### src/verilog/supervisor_consts.vh
// Timing constants and encodings for the reset supervisor
`ifndef SUPERVISOR_CONSTS_VH
`define SUPERVISOR_CONSTS_VH

// ----------------------------------------------------------------
// Clock and timebase
// ----------------------------------------------------------------
`define CLK_PERIOD_NS 50
// One timebase tick per this many clock cycles
`define TICK_DIV 20
`define TICK_DIV_W 5

// ----------------------------------------------------------------
// Hold and watchdog periods, in timebase ticks
// ----------------------------------------------------------------
`define HOLD_TICKS 140
`define WDOG_TICKS 1600
`define CNT_W 16
// Open kick input is serviced at seven eighths of the period
`define WDOG_OPEN_TICKS ((`WDOG_TICKS * 7) / 8)

// ----------------------------------------------------------------
// Manual reset glitch filter and pullup one-shot
// ----------------------------------------------------------------
`define MR_GLITCH_NS 100
`define MR_FILT_CYC (((`MR_GLITCH_NS + `CLK_PERIOD_NS - 1) / `CLK_PERIOD_NS) + 1)
`define ONESHOT_NS 2000
`define ONESHOT_CYC (`ONESHOT_NS / `CLK_PERIOD_NS)
`define SHORT_W 8

// ----------------------------------------------------------------
// Reset state machine encodings
// ----------------------------------------------------------------
`define ST_RUN 2'h0
`define ST_ASSERT 2'h1
`define ST_HOLD 2'h2

`endif

### src/verilog/reset_line_pullup.v
// Bidirectional reset line driver with transition flip-flop and active pullup one-shot
`include "supervisor_consts.vh"

module reset_line_pullup (
    ref_clk,
    reset,
    drive_low,
    line_low_in,
    line_above_enable,
    line_above_upper,
    line_out,
    line_oe,
    active_pullup_on,
    passive_pullup_on,
    transition_armed
);
    input wire ref_clk;
    input wire reset;
    input wire drive_low;
    input wire line_low_in;
    input wire line_above_enable;
    input wire line_above_upper;
    output reg line_out;
    output reg line_oe;
    output reg active_pullup_on;
    output reg passive_pullup_on;
    output reg transition_armed;

    reg [`SHORT_W-1:0] shot_q;
    wire shot_start;

    // Full-width copy so the one-shot load is cut to the counter on purpose
    localparam [31:0] SHOT_LOAD = `ONESHOT_CYC;

    // ----------------------------------------------------------------
    // Line driver, transition flip-flop and one-shot
    // ----------------------------------------------------------------
    assign shot_start = transition_armed && line_above_enable && !line_above_upper;

    always @(posedge ref_clk or posedge reset) begin
        if (reset) begin
            line_out <= 1'b0;
            line_oe <= 1'b1;
            passive_pullup_on <= 1'b0;
            transition_armed <= 1'b1;
            active_pullup_on <= 1'b0;
            shot_q <= 8'h00;
        end else begin
            line_out <= 1'b0;
            line_oe <= drive_low;
            passive_pullup_on <= !drive_low;
            if (!line_above_enable || line_low_in) begin
                transition_armed <= 1'b1;
            end else if (shot_start) begin
                transition_armed <= 1'b0;
            end
            if (shot_start && !drive_low) begin
                active_pullup_on <= 1'b1;
                shot_q <= SHOT_LOAD[`SHORT_W-1:0];
            end else if (active_pullup_on) begin
                // Off at the upper level or when the one-shot ends
                if (line_above_upper || shot_q == 8'h01 || drive_low || !line_above_enable) begin
                    active_pullup_on <= 1'b0;
                    shot_q <= 8'h00;
                end else begin
                    shot_q <= shot_q - 8'h01;
                end
            end
        end
    end
endmodule // reset_line_pullup

### src/verilog/supervisor_reset_watchdog.v
// Reset supervisor: undervoltage, manual reset, watchdog and bidirectional reset line
`include "supervisor_consts.vh"

module supervisor_reset_watchdog (
    ref_clk,
    reset,
    supply_low,
    manual_reset_n,
    watchdog_kick_in,
    kick_driven,
    line_low_in,
    line_above_enable,
    line_above_upper,
    reset_n_out,
    reset_out,
    line_out,
    line_oe,
    active_pullup_on,
    passive_pullup_on,
    transition_armed
);
    input wire ref_clk;
    input wire reset;
    input wire supply_low;
    input wire manual_reset_n;
    input wire watchdog_kick_in;
    input wire kick_driven;
    input wire line_low_in;
    input wire line_above_enable;
    input wire line_above_upper;
    output reg reset_n_out;
    output reg reset_out;
    output wire line_out;
    output wire line_oe;
    output wire active_pullup_on;
    output wire passive_pullup_on;
    output wire transition_armed;

    localparam ST_RUN = `ST_RUN;
    localparam ST_ASSERT = `ST_ASSERT;
    localparam ST_HOLD = `ST_HOLD;

    // Limits kept 32 bits wide; each compare takes an exact slice of them
    localparam [31:0] TICK_LAST = `TICK_DIV - 1;
    localparam [31:0] MR_FILT_LAST = `MR_FILT_CYC;
    localparam [31:0] WDOG_LIMIT = `WDOG_TICKS;
    localparam [31:0] WDOG_OPEN_LIMIT = `WDOG_OPEN_TICKS;
    localparam [31:0] HOLD_LIMIT = `HOLD_TICKS;

    reg [`TICK_DIV_W-1:0] div_q;
    reg tick_q;
    reg [1:0] state_q;
    reg [1:0] state_d;
    reg [`CNT_W-1:0] hold_q;
    reg [`CNT_W-1:0] wdog_q;
    reg [`SHORT_W-1:0] mr_filt_q;
    reg mr_low_q;
    reg kick_prev_q;
    reg drive_low_q;
    reg line_mask_q;
    wire kick_edge;
    wire wdog_expired;
    wire src_active;

    // ----------------------------------------------------------------
    // Timebase divider
    // ----------------------------------------------------------------
    always @(posedge ref_clk or posedge reset) begin
        if (reset) begin
            div_q <= 5'h00;
            tick_q <= 1'b0;
        end else if (div_q == TICK_LAST[`TICK_DIV_W-1:0]) begin
            div_q <= 5'h00;
            tick_q <= 1'b1;
        end else begin
            div_q <= div_q + 5'h01;
            tick_q <= 1'b0;
        end
    end

    // ----------------------------------------------------------------
    // Manual reset glitch filter
    // ----------------------------------------------------------------
    // A low must persist longer than the glitch width before it counts;
    // release is immediate so the hold timer starts from the true edge.
    always @(posedge ref_clk or posedge reset) begin
        if (reset) begin
            mr_filt_q <= 8'h00;
            mr_low_q <= 1'b0;
        end else if (manual_reset_n) begin
            mr_filt_q <= 8'h00;
            mr_low_q <= 1'b0;
        end else if (mr_filt_q == MR_FILT_LAST[`SHORT_W-1:0]) begin
            mr_low_q <= 1'b1;
        end else begin
            mr_filt_q <= mr_filt_q + 8'h01;
        end
    end

    // ----------------------------------------------------------------
    // Watchdog
    // ----------------------------------------------------------------
    assign kick_edge = kick_driven && (watchdog_kick_in != kick_prev_q);
    assign wdog_expired = kick_driven && (wdog_q >= WDOG_LIMIT[`CNT_W-1:0]);

    always @(posedge ref_clk or posedge reset) begin
        if (reset) begin
            kick_prev_q <= 1'b0;
            wdog_q <= 16'h0000;
        end else begin
            kick_prev_q <= watchdog_kick_in;
            if (state_q != ST_RUN || kick_edge) begin
                wdog_q <= 16'h0000;
            end else if (!kick_driven && wdog_q >= WDOG_OPEN_LIMIT[`CNT_W-1:0]) begin
                wdog_q <= 16'h0000;
            end else if (tick_q && !wdog_expired) begin
                wdog_q <= wdog_q + 16'h0001;
            end
        end
    end

    // ----------------------------------------------------------------
    // Reset state machine
    // ----------------------------------------------------------------
    // Our own drive of the line reads back as low; only count lows that the
    // mask lets through so the hold can finish and the release can settle.
    assign src_active = supply_low || mr_low_q || (line_low_in && !line_mask_q);

    // ----------------------------------------------------------------
    // Own-drive mask for the line input
    // ----------------------------------------------------------------
    // After we let go, the line needs a few cycles to climb past the enable
    // level; until then a low read-back is our own and must not restart reset.
    // Limitation: a processor pull that overlaps our own release is missed.
    always @(posedge ref_clk or posedge reset) begin
        if (reset) begin
            line_mask_q <= 1'b1;
        end else if (drive_low_q) begin
            line_mask_q <= 1'b1;
        end else if (line_above_enable) begin
            line_mask_q <= 1'b0;
        end
    end

    always @* begin
        state_d = state_q;
        case (state_q)
            ST_RUN: begin
                if (src_active || wdog_expired) begin
                    state_d = ST_ASSERT;
                end
            end
            ST_ASSERT: begin
                if (!src_active) begin
                    state_d = ST_HOLD;
                end
            end
            ST_HOLD: begin
                if (src_active) begin
                    state_d = ST_ASSERT;
                end else if (hold_q >= HOLD_LIMIT[`CNT_W-1:0]) begin
                    state_d = ST_RUN;
                end
            end
            default: begin
                state_d = ST_ASSERT;
            end
        endcase
    end

    always @(posedge ref_clk or posedge reset) begin
        if (reset) begin
            state_q <= ST_ASSERT;
            hold_q <= 16'h0000;
            drive_low_q <= 1'b1;
            reset_n_out <= 1'b0;
            reset_out <= 1'b1;
        end else begin
            state_q <= state_d;
            if (state_d != ST_HOLD) begin
                hold_q <= 16'h0000;
            end else if (tick_q) begin
                hold_q <= hold_q + 16'h0001;
            end
            drive_low_q <= (state_d != ST_RUN);
            reset_n_out <= (state_d == ST_RUN);
            reset_out <= (state_d != ST_RUN);
        end
    end

    // ----------------------------------------------------------------
    // Bidirectional line
    // ----------------------------------------------------------------
    // Line stays high via pullups unless we or the processor pull it low
    reset_line_pullup line_drv (
        .ref_clk(ref_clk),
        .reset(reset),
        .drive_low(drive_low_q),
        .line_low_in(line_low_in),
        .line_above_enable(line_above_enable),
        .line_above_upper(line_above_upper),
        .line_out(line_out),
        .line_oe(line_oe),
        .active_pullup_on(active_pullup_on),
        .passive_pullup_on(passive_pullup_on),
        .transition_armed(transition_armed)
    );
endmodule // supervisor_reset_watchdog

### config.mk
export PLATFORM = sky130hd
export DESIGN_NAME = supervisor_reset_watchdog
export DESIGN_NICKNAME = d
export VERILOG_FILES = /design/src/verilog/reset_line_pullup.v /design/src/verilog/supervisor_reset_watchdog.v
export VERILOG_INCLUDE_DIRS = /design/src /design/src/verilog
export SDC_FILE = /design/constraint.sdc
export NUM_CORES = 1
export LEC_CHECK = 0
export BUFFER_PORTS_ARGS = -buffer_cell sky130_fd_sc_hd__clkbuf_2
export CORE_MARGIN = 3
export CORE_UTILIZATION = 58
export CTS_CLUSTER_SIZE = 30
export DETAILED_ROUTE_END_ITERATION = 10
export PLACE_DENSITY_LB_ADDON = 0.05
export SETUP_SLACK_MARGIN = 0.15
export SLEW_MARGIN = 20
export SYNTH_ARGS = -nofsm -noshare
export SYNTH_HDL_FRONTEND = slang
export SYNTH_HIERARCHICAL = 1
export SYNTH_SLANG_ARGS = --single-unit
export TNS_END_PERCENT = 50
### constraint.sdc
create_clock -name ref_clk -period 4.72 [get_ports ref_clk]
set_clock_uncertainty 0.05 [all_clocks]
set_input_delay 0.472 -clock ref_clk [delete_from_list [all_inputs] [get_ports ref_clk]]
set_output_delay 0.472 -clock ref_clk [all_outputs]
set_load 0.05 [all_outputs]
-- Yosys cells after proc, flatten, opt, wreduce, memory -nomap -nowiden
Cells that the tools add are included.
- shift-type cells: 0
- bitwise logic cells: 0
- $mul: 0
- reductions and logical operators: 32
- add/sub/neg operators: 5
- eq/ne operators: 8
- magnitude comparators: 3
- muxes and demuxes: 26
- div/mod/pow operators: 0
- operators by type and width (cell ; number):
    $mux W16 ; 5
    $mux W8 ; 5
    $add A16 B1 Y16 const B ; 2
    $ge A16 B11 Y1 const B ; 2
    $ge A16 B8 Y1 const B ; 1
    $reduce_bool A2 Y1 ; 7
    $mux W1 ; 10
    $add A8 B1 Y8 const B ; 1
    $eq A8 B1 Y1 const B ; 1
    $eq A8 B2 Y1 const B ; 1
    $logic_and A1 B1 Y1 ; 8
    $logic_or A1 B1 Y1 ; 8
    $mux W2 ; 4
    $sub A8 B1 Y8 const B ; 1
    $logic_not A1 Y1 ; 6
    $pmux W2 S3 ; 1
    $add A5 B1 Y5 const B ; 1
    $eq A5 B5 Y1 const B ; 1
    $mux W5 ; 1
    $logic_not A2 Y1 ; 2
    $ne A2 B2 Y1 const B ; 2
    $reduce_bool A3 Y1 ; 1
    $eq A2 B1 Y1 const B ; 1
    $eq A2 B2 Y1 const B ; 1
    $ne A1 B1 Y1 ; 1
- memories kept: 0
- memory bits (writable): 0
- logic and storage cells: 90
- input bits: 9
- memory bits (read-only): 0
- latch bits: 0
- register bits after elaboration: 65
- output and inout port bits: 7

-- Depth between registers and ports, before layout
- depth in word-level cells: 8
- depth in mapped cells: 6
- gate-level depth less buffers: 6

-- Modules after synthesis
The synthesis kept the hierarchy.
- by module, submodules not included (module ; times used ; area each (µm²) ; cells each ; seq. area each (µm²)):
    supervisor_reset_watchdog ; 1 ; 2672.6 ; 275 ; 1330.0
    reset_line_pullup ; 1 ; 633.1 ; 64 ; 302.8

-- Least setup slack after synthesis
Ideal clock, no wire load.
- path type: register to register
- start point: register wdog_q[14]
- end point: register wdog_q[0]
- data arrival time: 1.920 ns
- period minus slack after synthesis: 2.048 ns
- path slack: 2.672 ns
- path buffers: 1
- library setup time: 0.077 ns
- stages on the path, launching flop included: 6
- data required time: 4.593 ns
- path through: dfrtp_1 > or4_4 > or3_1 > a2111o_1 > buf_6 > a21oi_1
- word-level cells in the longest chain between the ends: 5
- elaborated cells between the ends (all ways): 9
- those cells by class: 2 x order compare; 2 x mux; 5 x reduce/logical
- ends and longest elaborated chain (what ; RTL line ; text):
    start: declaration ; supervisor_reset_watchdog.v:55 ; reg [`CNT_W-1:0] wdog_q;
    start signal: assignment ; supervisor_reset_watchdog.v:117 ; wdog_q <= wdog_q + 16'h0001;
    $ge A16 B11 Y1 ; supervisor_reset_watchdog.v:104 ; assign wdog_expired = kick_driven && (wdog_q >= WDOG_LIMIT[`CNT_W-1:0]);
    $logic_and A1 B1 Y1 ; supervisor_reset_watchdog.v:104 ;
    $logic_not A1 Y1 ; supervisor_reset_watchdog.v:116 ; end else if (tick_q && !wdog_expired) begin
    $logic_and A1 B1 Y1 ; supervisor_reset_watchdog.v:116 ;
    $reduce_bool A3 Y1 (no source line) ; n/a ;
Several ways; a longest one is shown, not always the timed one.
A chain may end at the register's enable or synchronous reset.

-- Worst setup path in the final report
- start point: register wdog_q[14]
- end point: register drive_low_q
- word-level cells in the longest chain between the ends: 6
- ends and longest elaborated chain (what ; RTL line ; text):
    $ge A16 B11 Y1 ; supervisor_reset_watchdog.v:104 ;
    $logic_and A1 B1 Y1 ; supervisor_reset_watchdog.v:104 ;
    $logic_or A1 B1 Y1 ; supervisor_reset_watchdog.v:149 ; if (src_active || wdog_expired) begin
    $mux W2 ; supervisor_reset_watchdog.v:149 ;
    $pmux W2 S3 ; supervisor_reset_watchdog.v:147 ; case (state_q)
    $reduce_bool A2 Y1 ; supervisor_reset_watchdog.v:185 ; drive_low_q <= (state_d != ST_RUN);
    end signal: assignment ; supervisor_reset_watchdog.v:185 ;
    end: declaration ; supervisor_reset_watchdog.v:59 ; reg drive_low_q;
No other way between the ends.

==> flow_metrics.env <==
export IMPL_port_buffers=14
export IMPL_grt_pass1_vias=2310
export IMPL_syn_inst=339
export IMPL_worstPathMaxFanout=7
export IMPL_critPathKind="register to register"
export IMPL_ys_warn_count=6
export IMPL_setup_viol=0
export IMPL_grt_max_degree=54
export IMPL_report_power_total_mw=1.241
export IMPL_firstDrtPassIters=4
export IMPL_grt_pass1_wl_mm=10.72
export IMPL_crit_path_max_incr_delay_ps=700
export IMPL_synth_area_um2=3306
export IMPL_drc=0
export IMPL_clk_pin_slew_ps=70
export IMPL_p_sw_mw=0.3164
export IMPL_rsz0062_at_grt="no"
export IMPL_synthAdderAreaFrac_pct=3.028
export IMPL_swShare_pct=25.49
export IMPL_seqPwrFrac_pct=49.0
export IMPL_power_frac_clock_pct=39.1
export IMPL_cellLeakagePower_nw=1.498
export IMPL_cts_htree_levels=3
export IMPL_critical_path_arrival_ps=2470
export IMPL_intPower_mw=0.9250
export IMPL_ant_nets=0
export IMPL_dpl_hpwl_mm=4.096
export IMPL_clock_fmax_mhz=440.6
export IMPL_overflow=0
export IMPL_final_nets=372
export IMPL_synth_area_leader_cell="dfrtp_1"
export IMPL_totalWireLength_mm=6.158
export IMPL_initial_core_util_pct=62.34
export IMPL_synthArstFlopShare_pct=100.0
export IMPL_tns_ps=0
export IMPL_synth_xor_area_share_pct=5.829
export IMPL_hold_viol_final=0
export IMPL_synthTopCellsByArea="dfrtp_1 (45%), nor2_1 (4.5%), dfstp_2 (4.0%), xnor2_1 (4.0%), a21oi_1 (3.2%)"
export IMPL_synth_ff_type="dfrtp_1"
export IMPL_fp_row_count=26
export IMPL_tightest_slew_ps=798.5
export IMPL_fp_dieW_um=81.50
export IMPL_post_cts_buffers=0
export IMPL_cts_tree="built"
export IMPL_area_growth_pct=8.970
export IMPL_ys_top_cells_by_count="dfrtp_1 (60), nor2_1 (40), inv_1 (25), a21oi_1 (21), nand2_1 (19)"
export IMPL_cts_buffers=9
export IMPL_core_area_um2=5303
export IMPL_powerDensity_nw_per_um2=344.6
export IMPL_grt_usage_pct=21.02
export IMPL_synth_seq_area_share_pct=49.39
export IMPL_cp_end_kind="register"
export IMPL_min_period_ps=2270
export IMPL_via_per_inst=5.791
export IMPL_rr_worst_depth=4
export IMPL_grt_antenna_before_repair=0
export IMPL_syn_area_per_cell_um2=9.751
export IMPL_synth_distinct_cells=52
export IMPL_drt_iter0_markers=97
export IMPL_fillers=404
export IMPL_drive_gt1_share_pct=11.39
export IMPL_synth_edf_count=0
export IMPL_cpMaxStageDelayCell="o31ai_1"
export IMPL_final_seq_area_um2=1633
export IMPL_dp_slack_ps=2461
export IMPL_status="finished, final reports clean"
export IMPL_power_frac_comb_pct=11.9
export IMPL_cts_resized=0
export IMPL_hp_class="input port to async pin"
export IMPL_ir_drop_uv=265.8
export IMPL_maxSlewHeadroom_pct=46.31
export IMPL_multi_input_area_um2=1503
export IMPL_synth_top_family_by_area="simple AND/OR/NAND/NOR gates"
export IMPL_gp_congestion=0.8162
export IMPL_postCtsHoldBufs=0
export IMPL_synth_seq_cells=65
export IMPL_drv_cap=0
export IMPL_clock_path_buffers=2
export IMPL_die_y_um=81.50
export IMPL_diodes=0
export IMPL_synth_most_common_cell="dfrtp_1"
export IMPL_maxSlewViolCount=0
export IMPL_syn_num_nets=356
export IMPL_cts_sink_count=65
export IMPL_num_io_pins=16
export IMPL_synthDominantCellAreaShare_pct=45.42
export IMPL_whs_ps=87.46
export IMPL_vias=2490
export IMPL_cts_root_buf="clkbuf_8"
export IMPL_yosys_area_share_simple_pct=21.46
export IMPL_synth_compound_area_share_pct=14.12
export IMPL_fin_util_pct=67.93
export IMPL_fin_ws_ps=2450
export IMPL_start_kind="register"
export IMPL_die_area_um2=6641
export IMPL_worstPathRequired_ps=4920
export IMPL_finalCritPeriodShare_pct=48.09
export IMPL_path_cells="or4_4 -> o31ai_1 -> o21ai_1 -> or3_1"
export IMPL_clock_latency_ps=340
export IMPL_synth_mux_area_share_pct=0.9084
export IMPL_wl_per_cell_um=14.32
==> metal layers <==
metal  track usage [%]  routed length, um  vias up
met3             5.263                222        8
li1                  -                  -     1235
met4             7.601                 78        0
met1             27.83               2910     1206
met2             33.55               2946       41
met5                 0                  0        -
==> cell usage in the layout (no fill, tap or decap), types with 2 or more instances in the layout <==
master     instances
mux2i_1            3
a2111oi_0          2
dfrtp_1           60
nor2b_1            3
xnor2_1           15
nor3_1            10
o21a_1             2
a31oi_1            4
nand4b_1           2
o21ai_0            9
nor4_1             5
o31ai_1            9
clkbuf_1           2
inv_1             24
ha_1               8
a21oi_1           21
dfstp_2            5
o2bb2ai_1          2
o2111ai_1          2
xor2_1             7
nand3_1           17
or4_1              9
or3_1             10
a21o_1             2
nand2b_1           3
nor2_1            40
nand2_1           19
and3_1             4
clkbuf_8          12
o21ai_1            5
nand4_1            8
clkbuf_2          14
==> power by group through the flow <==
stage               logic, mW  clock network, mW  registers [mW]
finish                  0.148              0.485           0.609
global route            0.165              0.527           0.613
CTS                     0.151              0.501           0.608
detailed placement      0.148                  0           0.618
global placement        0.144                  0           0.618
floorplan               0.102                  0           0.633
==> through the flow <==
| step | area (um^2) | cells |
|---|---|---|
| after floorplan | 3306 | 339 |
| after global placement | 3395 | 414 |
| after detailed placement | 3395 | 414 |
| after CTS | 3602 | 430 |
| after global routing | 3602 | 430 |
| final | 3602 | 430 |
==> sequential cells by signal, indices dropped and copies added, names as in the netlist, 2 cells and up <==
register / flops
div_q: 5
state_q: 2
mr_filt_q: 8
line_drv/shot_q: 8
hold_q: 16
wdog_q: 16
==> worst max-delay path, delay by kind of cell, from the launching register on <==
| kind | cells | cell delay (ps) |
|---|---|---|
| flops | 1 | 400 |
| simple gates | 2 | 880 |
| compound gates | 2 | 860 |
==> path summary, 6_finish.rpt <==
check / from / endpoint / slack (ps)
setup / recovery: wdog_q[14]$_DFFE_PP0P_ / drive_low_q$_DFF_PP1_ / 2450
hold / removal: reset / line_drv/active_pullup_on$_DFF_PP0_ / 90
setup reg to reg: wdog_q[14]$_DFFE_PP0P_ / drive_low_q$_DFF_PP1_ / 2450
hold reg to reg: drive_low_q$_DFF_PP1_ / line_drv/line_oe$_DFF_PP1_ / 350
max in group asynchronous: reset / wdog_q[11]$_DFFE_PP0P_ / 3920
min in group ref_clk: watchdog_kick_in / kick_prev_q$_DFF_PP0_ / 230
==> cell type report <==
type / instances / area share (%)
Sequential cell: 65 / 45.33
Multi-Input combinational cell: 239 / 41.72
Clock buffer: 14 / 4.793
Inverter: 25 / 2.605
Tap cell: 70 / 2.431
Timing Repair Buffer: 15 / 2.154
Clock inverter: 2 / 0.9726
==> logic make-up after synthesis <==
kind of cell | count (synthesis)
AO/OA/AOI/OAI | 69
XOR/XNOR | 22
adder cells (fa/ha/maj) | 8
buffers and inverters | 35
flip-flops | 65
multiplexers | 3
other | 1
AND/OR/NAND/NOR | 136
Note: power is estimated with default switching activity, not from simulation.
